<file path="config.mk">
export PLATFORM = sky130hd
export DESIGN_NAME = ems_sequencer
export DESIGN_NICKNAME = d
export VERILOG_FILES = /design/src/verilog/ems_pkg.sv /design/src/verilog/ems_sequencer.sv
export SDC_FILE = /design/constraint.sdc
export NUM_CORES = 1
export LEC_CHECK = 0
export BUFFER_PORTS_ARGS = -buffer_cell sky130_fd_sc_hd__buf_4
export CORE_MARGIN = 2
export CORE_UTILIZATION = 56
export CTS_CLUSTER_SIZE = 8
export DETAILED_ROUTE_END_ITERATION = 16
export PLACE_DENSITY = 0.79
export SYNTH_ARGS = -nofsm -noshare
export SYNTH_HDL_FRONTEND = slang
export SYNTH_SLANG_ARGS = --single-unit
</file>
<file path="constraint.sdc">
create_clock -name clk_sys -period 5.1 [get_ports clk_sys]
set_input_delay 0.255 -clock clk_sys [delete_from_list [all_inputs] [get_ports clk_sys]]
set_output_delay 0.255 -clock clk_sys [all_outputs]
set_load 0.03 [all_outputs]
</file>
<file path="src/verilog/ems_pkg.sv">
// types and constants of the extended-mode bus cycle sequencer
// assumes one bus cycle per clk_sys period and a bus synchronous to clk_sys
package ems_pkg;

	// ----------------------------------------------------------------
	// instruction groups
	// ----------------------------------------------------------------
	typedef enum logic [11:0] {
		GRP_JUMP    = 12'h001,
		GRP_READ8   = 12'h002,
		GRP_STORE8  = 12'h004,
		GRP_LOAD16  = 12'h008,
		GRP_STORE16 = 12'h010,
		GRP_LOAD_Y  = 12'h020,
		GRP_STORE_Y = 12'h040,
		GRP_RMW     = 12'h080,
		GRP_TEST    = 12'h100,
		GRP_ARITH16 = 12'h200,
		GRP_CMP_Y   = 12'h400,
		GRP_CALL    = 12'h800
	} ems_grp_type;

	// ----------------------------------------------------------------
	// bus cycle kinds, one state per cycle
	// ----------------------------------------------------------------
	typedef enum logic [12:0] {
		ST_IDLE      = 13'h0001,
		ST_PREFIX    = 13'h0002,
		ST_OPCODE    = 13'h0004,
		ST_ADDR_HI   = 13'h0008,
		ST_ADDR_LO   = 13'h0010,
		ST_DATA_HI   = 13'h0020,
		ST_DATA_LO   = 13'h0040,
		ST_DUMMY     = 13'h0080,
		ST_DUMMY2    = 13'h0100,
		ST_RESULT    = 13'h0200,
		ST_SUB_FETCH = 13'h0400,
		ST_PUSH_LO   = 13'h0800,
		ST_PUSH_HI   = 13'h1000
	} ems_st_type;

	// ----------------------------------------------------------------
	// constants
	// ----------------------------------------------------------------
	localparam logic [15:0] DUMMY_ADDR = 16'hFFFF;
	localparam logic [15:0] RET_OFFSET = 16'h0003;
	localparam logic [15:0] ADDR_STEP  = 16'h0001;
	localparam logic [15:0] WORD_RST   = 16'h0000;
	localparam logic [7:0]  BYTE_RST   = 8'h00;

	// ----------------------------------------------------------------
	// carriers
	// ----------------------------------------------------------------
	typedef struct packed {
		ems_grp_type grp;
		logic [15:0] opc_addr;
		logic [15:0] stack_ptr;
		logic [15:0] reg_data;
	} ems_req_type;

	typedef struct packed {
		logic        active;
		logic        rw;
		logic [15:0] addr;
		logic [7:0]  wdata;
	} ems_bus_type;

	typedef struct packed {
		ems_st_type  st;
		ems_grp_type grp;
		logic [15:0] fptr;
		logic [15:0] ea;
		logic [15:0] sp;
		logic [15:0] ret;
		logic [15:0] wdat;
		logic [7:0]  rmw_byte;
		logic [15:0] rd_word;
		logic        busy;
		logic        done;
		ems_bus_type bus;
	} ems_state_type;

	localparam ems_bus_type BUS_RST = '{
		active: 1'b0,
		rw:     1'b1,
		addr:   WORD_RST,
		wdata:  BYTE_RST
	};

	localparam ems_state_type STATE_RST = '{
		st:       ST_IDLE,
		grp:      GRP_JUMP,
		fptr:     WORD_RST,
		ea:       WORD_RST,
		sp:       WORD_RST,
		ret:      WORD_RST,
		wdat:     WORD_RST,
		rmw_byte: BYTE_RST,
		rd_word:  WORD_RST,
		busy:     1'b0,
		done:     1'b0,
		bus:      BUS_RST
	};

endpackage

</file>
<file path="src/verilog/ems_sequencer.sv">
// extended-mode bus cycle sequencer: one bus cycle per clock, per-group cycle tables
// assumes bus_rdata and rmw_result are synchronous to clk_sys and valid at the
// edge that ends the cycle in which they are read
module ems_sequencer (
	input  wire logic                 clk_sys,    // system clock
	input  wire logic                 rst_n,      // async reset, active low
	input  wire logic                 req_valid,  // start pulse, taken when idle
	input  wire ems_pkg::ems_req_type req,        // group, opcode address, sp, register data
	input  wire logic [7:0]           bus_rdata,  // read data of current cycle
	input  wire logic [7:0]           rmw_result, // modified operand from the alu
	output logic                      busy,       // sequence in progress
	output logic                      done,       // one-cycle pulse after last cycle
	output logic [15:0]               rd_word,    // bytes read, last byte lowest
	output logic [15:0]               oper_addr,  // operand or jump target address
	output ems_pkg::ems_bus_type      bus         // address, rw, write data, active
);

	// ----------------------------------------------------------------
	// decoding helpers
	// ----------------------------------------------------------------
	// groups that open with the page-select byte and so fetch one byte more
	function automatic logic is_prefixed(input ems_pkg::ems_grp_type g);
		case (g)
			ems_pkg::GRP_LOAD_Y,
			ems_pkg::GRP_STORE_Y,
			ems_pkg::GRP_CMP_Y: begin
				is_prefixed = 1'b1;
			end
			default: begin
				is_prefixed = 1'b0;
			end
		endcase
	endfunction

	// groups whose data cycles drive the register bytes out
	function automatic logic is_store(input ems_pkg::ems_grp_type g);
		case (g)
			ems_pkg::GRP_STORE8,
			ems_pkg::GRP_STORE16,
			ems_pkg::GRP_STORE_Y: begin
				is_store = 1'b1;
			end
			default: begin
				is_store = 1'b0;
			end
		endcase
	endfunction

	// byte read and byte store groups: the single data cycle is the last one
	function automatic logic ends_at_data_hi(input ems_pkg::ems_grp_type g);
		case (g)
			ems_pkg::GRP_READ8,
			ems_pkg::GRP_STORE8: begin
				ends_at_data_hi = 1'b1;
			end
			default: begin
				ends_at_data_hi = 1'b0;
			end
		endcase
	endfunction

	// byte-wide groups that idle the bus at all-ones after the operand read
	function automatic logic dummy_after_hi(input ems_pkg::ems_grp_type g);
		case (g)
			ems_pkg::GRP_RMW,
			ems_pkg::GRP_TEST: begin
				dummy_after_hi = 1'b1;
			end
			default: begin
				dummy_after_hi = 1'b0;
			end
		endcase
	endfunction

	// word groups that spend one more cycle at all-ones for the 16-bit alu pass
	function automatic logic dummy_after_lo(input ems_pkg::ems_grp_type g);
		case (g)
			ems_pkg::GRP_ARITH16,
			ems_pkg::GRP_CMP_Y: begin
				dummy_after_lo = 1'b1;
			end
			default: begin
				dummy_after_lo = 1'b0;
			end
		endcase
	endfunction

	function automatic ems_pkg::ems_st_type next_state(
		input ems_pkg::ems_grp_type g,
		input ems_pkg::ems_st_type  s
	);
		next_state = ems_pkg::ST_IDLE;
		unique case (s)
			ems_pkg::ST_PREFIX: begin
				next_state = ems_pkg::ST_OPCODE;
			end
			ems_pkg::ST_OPCODE: begin
				next_state = ems_pkg::ST_ADDR_HI;
			end
			ems_pkg::ST_ADDR_HI: begin
				next_state = ems_pkg::ST_ADDR_LO;
			end
			ems_pkg::ST_ADDR_LO: begin
				if (g == ems_pkg::GRP_JUMP) begin
					next_state = ems_pkg::ST_IDLE;
				end else if (g == ems_pkg::GRP_CALL) begin
					next_state = ems_pkg::ST_SUB_FETCH;
				end else begin
					next_state = ems_pkg::ST_DATA_HI;
				end
			end
			ems_pkg::ST_DATA_HI: begin
				if (ends_at_data_hi(g)) begin
					next_state = ems_pkg::ST_IDLE;
				end else if (dummy_after_hi(g)) begin
					next_state = ems_pkg::ST_DUMMY;
				end else begin
					next_state = ems_pkg::ST_DATA_LO;
				end
			end
			ems_pkg::ST_DATA_LO: begin
				if (dummy_after_lo(g)) begin
					next_state = ems_pkg::ST_DUMMY;
				end else begin
					next_state = ems_pkg::ST_IDLE;
				end
			end
			ems_pkg::ST_DUMMY: begin
				if (g == ems_pkg::GRP_RMW) begin
					next_state = ems_pkg::ST_RESULT;
				end else if (g == ems_pkg::GRP_TEST) begin
					next_state = ems_pkg::ST_DUMMY2;
				end else begin
					next_state = ems_pkg::ST_IDLE;
				end
			end
			ems_pkg::ST_SUB_FETCH: begin
				next_state = ems_pkg::ST_PUSH_LO;
			end
			ems_pkg::ST_PUSH_LO: begin
				next_state = ems_pkg::ST_PUSH_HI;
			end
			default: begin
				// idle, last cycles and illegal codes all fall back to idle
				next_state = ems_pkg::ST_IDLE;
			end
		endcase
	endfunction

	// bus drive for the cycle that a state stands for
	function automatic ems_pkg::ems_bus_type bus_of(input ems_pkg::ems_state_type c);
		bus_of        = ems_pkg::BUS_RST;
		bus_of.active = c.st != ems_pkg::ST_IDLE;
		unique case (c.st)
			ems_pkg::ST_PREFIX,
			ems_pkg::ST_OPCODE,
			ems_pkg::ST_ADDR_HI,
			ems_pkg::ST_ADDR_LO: begin
				bus_of.addr = c.fptr;
			end
			ems_pkg::ST_DATA_HI: begin
				bus_of.addr = c.ea;
				if (is_store(c.grp)) begin
					bus_of.rw = 1'b0;
					// a byte store has only one data cycle, so it carries the low byte
					if (c.grp == ems_pkg::GRP_STORE8) begin
						bus_of.wdata = c.wdat[7:0];
					end else begin
						bus_of.wdata = c.wdat[15:8];
					end
				end
			end
			ems_pkg::ST_DATA_LO: begin
				bus_of.addr = c.ea + ems_pkg::ADDR_STEP;
				if (is_store(c.grp)) begin
					bus_of.rw = 1'b0;
					bus_of.wdata = c.wdat[7:0];
				end
			end
			ems_pkg::ST_DUMMY,
			ems_pkg::ST_DUMMY2: begin
				bus_of.addr = ems_pkg::DUMMY_ADDR;
			end
			ems_pkg::ST_RESULT: begin
				bus_of.addr  = c.ea;
				bus_of.rw    = 1'b0;
				bus_of.wdata = c.rmw_byte;
			end
			ems_pkg::ST_SUB_FETCH: begin
				bus_of.addr = c.ea;
			end
			ems_pkg::ST_PUSH_LO: begin
				bus_of.addr  = c.sp;
				bus_of.rw    = 1'b0;
				bus_of.wdata = c.ret[7:0];
			end
			ems_pkg::ST_PUSH_HI: begin
				bus_of.addr  = c.sp - ems_pkg::ADDR_STEP;
				bus_of.rw    = 1'b0;
				bus_of.wdata = c.ret[15:8];
			end
			default: begin
				// idle: bus released, line held high
				bus_of = ems_pkg::BUS_RST;
			end
		endcase
	endfunction

	// ----------------------------------------------------------------
	// state
	// ----------------------------------------------------------------
	ems_pkg::ems_state_type q_ff;
	ems_pkg::ems_state_type nxt_q;

	always_comb begin
		nxt_q      = q_ff;
		nxt_q.done = 1'b0;
		// capture what the current cycle read
		unique case (q_ff.st)
			ems_pkg::ST_PREFIX,
			ems_pkg::ST_OPCODE: begin
				nxt_q.fptr = q_ff.fptr + ems_pkg::ADDR_STEP;
			end
			ems_pkg::ST_ADDR_HI: begin
				nxt_q.fptr      = q_ff.fptr + ems_pkg::ADDR_STEP;
				nxt_q.ea[15:8]  = bus_rdata;
			end
			ems_pkg::ST_ADDR_LO: begin
				nxt_q.fptr      = q_ff.fptr + ems_pkg::ADDR_STEP;
				nxt_q.ea[7:0]   = bus_rdata;
			end
			ems_pkg::ST_DATA_HI,
			ems_pkg::ST_DATA_LO,
			ems_pkg::ST_SUB_FETCH: begin
				if (q_ff.bus.rw) begin
					nxt_q.rd_word = {q_ff.rd_word[7:0], bus_rdata};
				end
			end
			ems_pkg::ST_DUMMY: begin
				// the alu has had the operand for a full cycle by now
				if (q_ff.grp == ems_pkg::GRP_RMW) begin
					nxt_q.rmw_byte = rmw_result;
				end
			end
			default: begin
				nxt_q.fptr = q_ff.fptr;
			end
		endcase
		// advance; a new request only from idle so sequences never overlap
		if (q_ff.st == ems_pkg::ST_IDLE) begin
			if (req_valid) begin
				nxt_q.grp     = req.grp;
				nxt_q.fptr    = req.opc_addr;
				nxt_q.sp      = req.stack_ptr;
				nxt_q.wdat    = req.reg_data;
				nxt_q.ret     = req.opc_addr + ems_pkg::RET_OFFSET;
				nxt_q.ea      = ems_pkg::WORD_RST;
				nxt_q.rd_word = ems_pkg::WORD_RST;
				nxt_q.st      = is_prefixed(req.grp) ? ems_pkg::ST_PREFIX
					: ems_pkg::ST_OPCODE;
			end
		end else begin
			nxt_q.st = next_state(q_ff.grp, q_ff.st);
			if (nxt_q.st == ems_pkg::ST_IDLE) begin
				nxt_q.done = 1'b1;
			end
		end
		nxt_q.busy = nxt_q.st != ems_pkg::ST_IDLE;
		nxt_q.bus  = bus_of(nxt_q);
	end

	always_ff @(posedge clk_sys or negedge rst_n) begin
		if (!rst_n) begin
			q_ff <= ems_pkg::STATE_RST;
		end else begin
			q_ff <= nxt_q;
		end
	end

	// ----------------------------------------------------------------
	// outputs
	// ----------------------------------------------------------------
	assign busy      = q_ff.busy;
	assign done      = q_ff.done;
	assign rd_word   = q_ff.rd_word;
	assign oper_addr = q_ff.ea;
	assign bus       = q_ff.bus;

endmodule

</file>
==> results.ini, run 1 <==
[run_status]
status = finished clean

[clock_network]
clkSlewWorstSetupHoldPaths_ns = 0.06
cts_tree = yes
h-tree-depth = 4
cts_buffers = 17
post-cts-setup-buffers = 0
clock-sinks = 149
root_buffer = clkbuf_16
cts_buffer_depth = 2
clkLatencyLatePin_ns = 0.42

[power]
p_leak_nw = 4.753
total_power_mw = 4.862
ir_drop_mv = 0.2882
cellPowerDensity_mw_per_mm2 = 486.7

[die]
num_io_pins = 139
coreArea_mm2 = 0.01520
die_w_um = 128.8
die_h_um = 128.8
initial_utilization_pct = 57.42
rows = 45
dieArea_mm2 = 0.01660

[synthesis]
ys_async_sr_fraction_pct = 100.0
synth_cells = 951
synth_warnings = 0
synth_top_area_share_pct = 41.86
ys.flop_type = dfrtp_1
synth_nets = 1034
ys_types = 75
yosysSeqAreaShare_pct = 42.76
synthesis.area_mm2 = 0.008728
synth_edf_count = 0
postSynthAreaPerCell_um2 = 9.178
yosys.area.top_type = dfrtp_1
ys_seq_elements = 149
synthTopCellsByArea = dfrtp_1, nand2_1, mux2i_1, buf_4, nor2_1

[hold_path]
holdPathEnd = q_ff[133]
hp-start = req[49]
worstHoldPathCells = 3
min_path_type = in -> reg

[finish]
design_area_mm2 = 0.009990
regArea_mm2 = 0.003732
fin_util_pct = 65.71
drive_above_1_share_pct = 21.03
antenna_cells = 0
fill_cells = 1249
layout.cells.non_filler = 1215
finalNetCount = 1097
syn2layout_area_growth_pct = 14.45
multiInputGateArea_mm2 = 0.004219

[global_routing]
grt_start_max_net_pins = 58
grt_pass1_wl_um = 38320
grt_pass1_vias = 7054
grt.overflow.total = 0
grt_use_total_pct = 30.05
grt_antenna_before_repair = 0

[placement]
routabilityCongestion = 0.9141
dpl.cell_count = 1182
pre_cts_slack_ns = 1.396
placed_cell_area_mm2 = 0.009414
dpl.hpwl_um = 17820
port_buffers = 138

[timing]
hold_slack_ns = 0.03800
fmax_ghz = 0.2607
fin_setup_tns_ns = 0
timing.final.crit_share_pct = 75.22
slew_headroom_pct = 23.97
fin_ws_ns = 1.264
slew_violations = 0
final.setup_skew_ns = 0.007270
finalCriticalPeriod_ns = 3.836
rsz0062_at_grt = false
worst_pin_slew_ns = 1.134
hold_violations = 0
setup_viol = 0

[routing]
drc = 0
ant_nets = 0
vias_per_cell = 6.183
wirelength_um = 24420
post_drt_wl_per_cell_um = 20.10
dr.pass1.iters = 6
via_count = 7512
detailedRoute.firstIterationViolations = 792

[critical_path]
crit_type = reg -> reg
critPathLaunchType = flip-flop
r2r_end = bus[22]
end_kind = flip-flop
crit_fanout = 15
critPathArrivalTime_ns = 4.17
r2r_start = q_ff[153]
required_ns = 5.43
ff2ff_path_depth = 12
regToRegSetupSlack_ns = 1.26

[flow_run]
max_cap_violations = 0

[worst max-delay path: stages, from the launching register on]
cell and delay [ns]:
dfrtp_1 0.37, nor3_2 0.69, nand4_2 0.62, mux2i_1 0.26, nor2_1 0.22, ha_1 0.26
nand3_1 0.11, nor2_1 0.10, mux2i_1 0.12, nor3_1 0.39, a31oi_1 0.16, a311o_1 0.35
o2111ai_1 0.10
[state kept, by name, indices dropped and copies added, names as in the netlist]
register   count
bus           26
busy           1
done           1
oper_addr     16
q_ff          89
rd_word       16
[cell usage after synthesis, drive strengths merged, types with 4 or more instances]
master	count
nand3	22
o2111ai	6
or3	10
a211o	6
and3	7
a21o	4
mux2	5
nand4	21
o211ai	6
nor4	18
a22oi	7
nor3	34
a311oi	8
and4	6
inv	28
xnor2	21
nand2	144
o21ai	41
o221ai	6
dfrtp	146
or4	13
a221o	4
mux2i	50
nor2	96
buf	89
ha	4
a21oi	27
a221oi	10
nor4b	8
clkbuf	17
xor2	36
a222oi	4
[cells by family after synthesis]
group                    share of synthesized area, %
XOR/XNOR                                        5.720
AO/OA/AOI/OAI                                   12.63
adder cells (fa/ha/maj)                        0.5734
flip-flops                                      42.76
buffers and inverters                           8.974
AND/OR/NAND/NOR                                 22.88
multiplexers                                    6.465
[worst max path at each step]
stage                   end  slack [ns]  depth (start not counted)       from
detailed placement  bus[22]        1.40                         12  q_ff[153]
floorplan           bus[22]        2.07                         14  q_ff[145]
global route        bus[22]        0.90                         12  q_ff[153]
finish              bus[22]        1.26                         12  q_ff[153]
CTS                 bus[22]        1.38                         12  q_ff[153]
global placement    bus[22]        1.61                         12  q_ff[153]
[repair_timing]
action | CTS | global route
hold endpoints to repair | 44 | 0
hold buffers | 1 | 0
gates resized for setup | 0 | 0
[cells in the final DEF, fill, tap and decap left out, types with 5 or more instances in the layout]
master | Yosys | final
nor4b_1 | 6 | 6
xor2_1 | 36 | 36
clkbuf_16 | 0 | 17
or3_1 | 10 | 10
inv_1 | 28 | 28
a21oi_1 | 26 | 26
nand3_1 | 22 | 22
o21ai_0 | 39 | 39
nand2_1 | 144 | 144
and3_1 | 7 | 7
o221ai_1 | 6 | 6
or4_1 | 13 | 13
nor2_1 | 96 | 96
a211o_1 | 6 | 6
mux2_2 | 5 | 5
nand4_1 | 18 | 18
dfrtp_1 | 146 | 146
buf_4 | 64 | 148
a221oi_1 | 10 | 10
mux2i_1 | 48 | 48
a22oi_1 | 7 | 7
o2111ai_1 | 6 | 6
xnor2_1 | 21 | 21
nor3_1 | 32 | 32
o211ai_1 | 6 | 6
nor4_1 | 14 | 14
a311oi_1 | 8 | 8
[layer usage]
layer	vias up	wire length, um	track usage (%)
li1	3463	-	-
met4	0	845	11.83
met3	54	2078	7.069
met1	3605	9958	40.10
met5	-	0	0
met2	390	11540	47.74
[report_power, final]
group          switching [mW]  internal, mW  leakage (nW)
registers               0.280          1.57          1.90
clock network           0.514         0.687         0.277
logic                    1.16         0.647          2.58
total                    1.96          2.90          4.75
[final cells by class]
type | count | share of cell area (%)
flip-flops and latches | 149 | 37.36
inverters | 28 | 1.052
multi-input cells | 668 | 42.23
repair buffers | 150 | 11.34
well taps | 188 | 2.355
clock buffers | 18 | 4.396
clock inverters | 14 | 1.265
(Power assumes the default switching activity.)
==> run 2, diff against run 1 <==
clock period = 4 ns   (was 5.1 ns; I/O delays follow)
==> results.ini, run 2 (synthesized netlist as in run 1, its figures left out) <==
[run_status]
status = finished clean  ; unchanged

[critical_path]
end_kind = flip-flop  ; unchanged
critPathLaunchType = flip-flop  ; unchanged
path_cells = nor4_4, nand4_2, buf_4, mux2i_1, nor2_1, ha_1, nand3_1, nor2_1, mux2i_1, nor3_1, a31oi_1, a311o_1, o2111ai_1  ; was nor3_2, nand4_2, mux2i_1, nor2_1, ha_1, nand3_1, nor2_1, mux2i_1, nor3_1, a31oi_1, a311o_1, o2111ai_1
required_ns = 4.33  ; was 5.43 ns
crit_fanout = 12  ; was 15
slowest_delay_ns = 0.56  ; was 0.69 ns
crit_type = reg -> reg  ; unchanged
critPathArrivalTime_ns = 3.74  ; was 4.17 ns
cpMaxStageDelayCell = nor4_4  ; was nor3_2

[routing]
detailedRoute.firstIterationViolations = 841  ; was 792
drc = 0  ; unchanged
post_drt_wl_per_cell_um = 19.81  ; was 20.10 um
ant_nets = 0  ; unchanged
wirelength_um = 24500  ; was 24420 um
vias_per_cell = 6.188  ; was 6.183
via_count = 7654  ; was 7512
dr.pass1.iters = 5  ; was 6

[global_routing]
grt_pass1_vias = 7356  ; was 7054
grt_antenna_before_repair = 1  ; was 0
grt_pass1_wl_um = 38680  ; was 38320 um
grt.overflow.total = 0  ; unchanged
grt_start_max_net_pins = 106  ; was 58
grt_use_total_pct = 30.40  ; was 30.05%

[die]
dieArea_mm2 = 0.01660  ; unchanged
die_h_um = 128.8  ; unchanged
initial_utilization_pct = 57.42  ; unchanged
coreArea_mm2 = 0.01520  ; unchanged
die_w_um = 128.8  ; unchanged
num_io_pins = 139  ; unchanged
rows = 45  ; unchanged

[timing]
setup_viol = 0  ; unchanged
timing.final.crit_share_pct = 85.22  ; was 75.22%
hold_violations = 0  ; unchanged
fin_setup_tns_ns = 0  ; unchanged
fmax_ghz = 0.2934  ; was 0.2607 GHz
slew_headroom_pct = 36.34  ; was 23.97%
rsz0062_at_grt = false  ; unchanged
final.setup_skew_ns = 0.007552  ; was 0.007270 ns
finalCriticalPeriod_ns = 3.409  ; was 3.836 ns
slew_violations = 0  ; unchanged
hold_slack_ns = 0.02168  ; was 0.03800 ns
worst_pin_slew_ns = 0.9549  ; was 1.134 ns

[finish]
syn2layout_area_growth_pct = 16.99  ; was 14.45%
largest_reg_flops = 89  ; unchanged
final_common_cell = buf_4  ; unchanged
drive_above_1_share_pct = 21.37  ; was 21.03%
mostFrequentLayoutCells = buf_4, dfrtp_1, nand2_1  ; unchanged
finalNetCount = 1118  ; was 1097
largest-register = q_ff  ; unchanged

[clock_network]
clock-sinks = 149  ; unchanged
clkLatencyLatePin_ns = 0.42  ; about the same
h-tree-depth = 4  ; unchanged
root_buffer = clkbuf_16  ; unchanged
post-cts-setup-buffers = 0  ; unchanged
cts_tree = yes  ; unchanged
cts_buffer_depth = 2  ; unchanged
clkSlewWorstSetupHoldPaths_ns = 0.06  ; about the same
cts_buffers = 17  ; unchanged

[hold_path]
min_path_type = in -> reg  ; unchanged

[flow_run]
max_cap_violations = 0  ; unchanged

[power]
ir_drop_mv = 0.4041  ; was 0.2882 mV
cellPowerDensity_mw_per_mm2 = 616.8  ; was 486.7 mW/mm^2
p_leak_nw = 4.851  ; was 4.753 nW

[placement]
port_buffers = 138  ; unchanged
routabilityCongestion = 0.9397  ; was 0.9141
dpl.hpwl_um = 17720  ; was 17820 um

## run 2: critical path, delay by kind of cell (launching register included)
kind | cells | cell delay [ns]
fa+ha+maj | 1 | 0.24
flops | 1 | 0.51
simple gates | 6 | 1.45
mux | 2 | 0.27
compound gates | 3 | 0.59
buf+inv | 1 | 0.25
## run 2: final timing paths
check | from | endpoint | slack [ns] | cells after the start
max | q_ff[145] | bus[22] | 0.59 | 13
min | req[12] | q_ff[64] | 0.02 | 3
max reg2reg | q_ff[145] | bus[22] | 0.59 | 13
min reg2reg | q_ff[60] | q_ff[60] | 0.47 | 2
max in group asynchronous | rst_n | q_ff[132] | 2.61 | 3
min in group asynchronous | rst_n | rd_word[12] | 0.46 | 2
## run 2: area by class of cell
class	instances	area, um^2
antenna	1	2.502
clock buffer	17	425.4
clock inverter	15	168.9
fill	1243	4991
inverter	28	105.1
multi-input combinational	668	4219
sequential	149	3732
tap	188	235.2
timing repair buffer	171	1323
## run 2: layer usage
| layer | track usage (%) | vias up | wire, um |
|---|---|---|---|
| met5 | 0 | - | 0 |
| met4 | 13.49 | 0 | 965 |
| met3 | 7.152 | 72 | 2058 |
| met2 | 49.05 | 405 | 11400 |
| met1 | 39.30 | 3673 | 10080 |
| li1 | - | 3504 | - |
## run 2: power breakdown
part | internal (mW) | switching [mW] | leakage, nW
clock network | 0.933 | 0.671 | 0.283
logic | 0.845 | 1.49 | 2.67
registers | 2.00 | 0.357 | 1.90
## run 2: metrics by stage
step                      util (%)  power (mW)  std cells  setup slack [ns]  instance area (um^2)
after floorplan                  -       4.012        951            0.9707                  8728
after global placement       62.32       4.575       1190            0.8079                  9474
after detailed placement     62.32       4.636       1190            0.6854                  9474
after CTS                    67.15       6.273       1236            0.6412                 10210
after global routing         67.15       6.653       1236            0.2781                 10210
final                        67.17       6.298       1237            0.5911                 10210
## run 2: timing repair
item	4_1_cts	5_1_grt
endpoints found under the hold margin	115	0
gates resized for setup	0	0
hold buffers	14	0
==> run 3, diff against run 2 <==
CELL_PAD_IN_SITES_DETAIL_PLACEMENT = 1   (was default)
CELL_PAD_IN_SITES_GLOBAL_PLACEMENT = 2   (was default)
CORE_UTILIZATION = 35   (was 56)
PLACE_DENSITY = default   (was 0.79)
PLACE_DENSITY_LB_ADDON = 0.1   (was default)
==> results.ini, run 3 (synthesized netlist as in run 1, its figures left out) <==
[routing]
via_count = 7409  ; was 7654
vias_per_cell = 5.384  ; was 6.188
dr.pass1.iters = 6  ; was 5
drc = 0  ; unchanged
post_drt_wl_per_cell_um = 21.22  ; was 19.81 um
detailedRoute.firstIterationViolations = 410  ; was 841
ant_nets = 0  ; unchanged
wirelength_um = 29190  ; was 24500 um

[die]
initial_utilization_pct = 35.79  ; was 57.42%
die_w_um = 161.9  ; was 128.8 um
coreArea_mm2 = 0.02439  ; was 0.01520 mm^2
dieArea_mm2 = 0.02622  ; was 0.01660 mm^2
die_h_um = 161.9  ; was 128.8 um
rows = 57  ; was 45
num_io_pins = 139  ; unchanged

[critical_path]
slowest_delay_ns = 0.57  ; was 0.56 ns
cpMaxStageDelayCell = nor4_4  ; unchanged
end_kind = flip-flop  ; unchanged
critPathArrivalTime_ns = 3.80  ; was 3.74 ns
critPathLaunchType = flip-flop  ; unchanged
crit_type = reg -> reg  ; unchanged
crit_fanout = 12  ; unchanged
required_ns = 4.35  ; was 4.33 ns
path_cells = nor4_4, nand4_2, buf_4, mux2i_1, nor2_1, ha_1, nand3_1, nor2_1, mux2i_1, nor3_1, a31oi_1, a311o_1, o2111ai_1  ; unchanged

[clock_network]
cts_buffers = 17  ; unchanged
h-tree-depth = 4  ; unchanged
post_cts_resize_count = 0  ; unchanged
root_buffer = clkbuf_16  ; unchanged
clkSlewWorstSetupHoldPaths_ns = 0.07  ; was 0.06 ns
cts_buffer_depth = 2  ; unchanged
cts_tree = yes  ; unchanged
clock-sinks = 149  ; unchanged
clkLatencyLatePin_ns = 0.43  ; was 0.42 ns
holdBufCountCts = 15  ; was 14
post-cts-setup-buffers = 0  ; unchanged

[placement]
port_buffers = 138  ; unchanged
placed_cell_area_mm2 = 0.009692  ; was 0.009474 mm^2
dpl.hpwl_um = 21370  ; was 17720 um
pre_cts_slack_ns = 0.6277  ; was 0.6854 ns
routabilityCongestion = 0.8258  ; was 0.9397

[finish]
syn2layout_area_growth_pct = 19.57  ; was 16.99%
largest_reg_flops = 89  ; unchanged
drive_above_1_share_pct = 21.58  ; was 21.37%
final_common_cell = buf_4  ; unchanged
design_area_mm2 = 0.01044  ; was 0.01021 mm^2
antenna_cells = 0  ; was 1
finalNetCount = 1122  ; was 1118
largest-register = q_ff  ; unchanged
mostFrequentLayoutCells = buf_4, dfrtp_1, nand2_1  ; unchanged

[power]
cellPowerDensity_mw_per_mm2 = 613.4  ; was 616.8 mW/mm^2
p_leak_nw = 4.885  ; was 4.851 nW
ir_drop_mv = 0.2731  ; was 0.4041 mV

[global_routing]
met3_usage_pct = 3.856  ; was 7.152%
grt_start_max_net_pins = 95  ; was 106
grt.overflow.total = 0  ; unchanged
busiest_layer = met2  ; unchanged
grt_antenna_before_repair = 0  ; was 1
use_met2_pct = 37.78  ; was 49.05%
grt_pass1_wl_um = 45840  ; was 38680 um
grt_use_met1_pct = 31.61  ; was 39.30%
grt_pass1_vias = 7651  ; was 7356
grt_use_total_pct = 22.92  ; was 30.40%

[timing]
setup_viol = 0  ; unchanged
final.setup_skew_ns = 0.01062  ; was 0.007552 ns
hold_violations = 0  ; unchanged
fin_setup_tns_ns = 0  ; unchanged
fin_ws_ns = 0.5454  ; was 0.5911 ns
slew_violations = 0  ; unchanged
finalCriticalPeriod_ns = 3.455  ; was 3.409 ns
worst_pin_slew_ns = 1.109  ; was 0.9549 ns
rsz0062_at_grt = false  ; unchanged
slew_headroom_pct = 25.61  ; was 36.34%
fmax_ghz = 0.2895  ; was 0.2934 GHz
timing.final.crit_share_pct = 86.37  ; was 85.22%
hold_slack_ns = 0.01533  ; was 0.02168 ns

[hold_path]
min_path_type = in -> reg  ; unchanged

[flow_run]
max_cap_violations = 0  ; unchanged

[run_status]
status = finished clean  ; unchanged

[run 3: critical path, delay by kind of cell, from the launching register on]
family / cells / cell delay [ns]
AOI/OAI and AO/OA: 3 / 0.57
adders and majority gates: 1 / 0.27
buffers and inverters: 1 / 0.24
DFF: 1 / 0.51
muxes: 2 / 0.26
and+or+nand+nor: 6 / 1.52
[run 3: routing by layer]
metal	wire (um)	part of all wire, %
met5	0	0
met4	329	1.1
met3	1260	4.3
met2	14180	49
met1	13430	46
[run 3: where the power goes]
| group | leakage [nW] | internal [mW] | switching (mW) | total [mW] |
|---|---|---|---|---|
| logic | 2.70 | 0.852 | 1.52 | 2.37 |
| registers | 1.90 | 2.00 | 0.367 | 2.37 |
| clock network | 0.289 | 0.938 | 0.725 | 1.66 |
| total | 4.88 | 3.79 | 2.61 | 6.40 |
[run 3: layout make-up]
type / instances / area, um^2
clock buffer: 17 / 425.4
clock inverter: 15 / 168.9
tap: 324 / 405.4
inverter: 28 / 105.1
sequential: 149 / 3732
timing repair buffer: 175 / 1380
fill: 2807 / 13950
multi-input combinational: 668 / 4219
[run 3: worst paths after layout]
path / start / end / slack, ns / cells after the start
max: q_ff[145] / bus[22] / 0.55 / 13
min: req[9] / q_ff[61] / 0.02 / 3
max reg2reg: q_ff[145] / bus[22] / 0.55 / 13
min reg2reg: q_ff[77] / q_ff[77] / 0.47 / 2
max in group asynchronous: rst_n / q_ff[144] / 2.70 / 3
min in group asynchronous: rst_n / q_ff[133] / 0.43 / 2
[run 3: through the flow]
stage          util (%)  instances  power [mW]
2_1_floorplan         -        951       4.012
3_3_place_gp      39.74       1329       4.740
3_5_place_dp      39.74       1329       4.761
4_1_cts           42.79       1376       6.466
5_1_grt           42.79       1376       6.834
6_report          42.79       1376       6.402
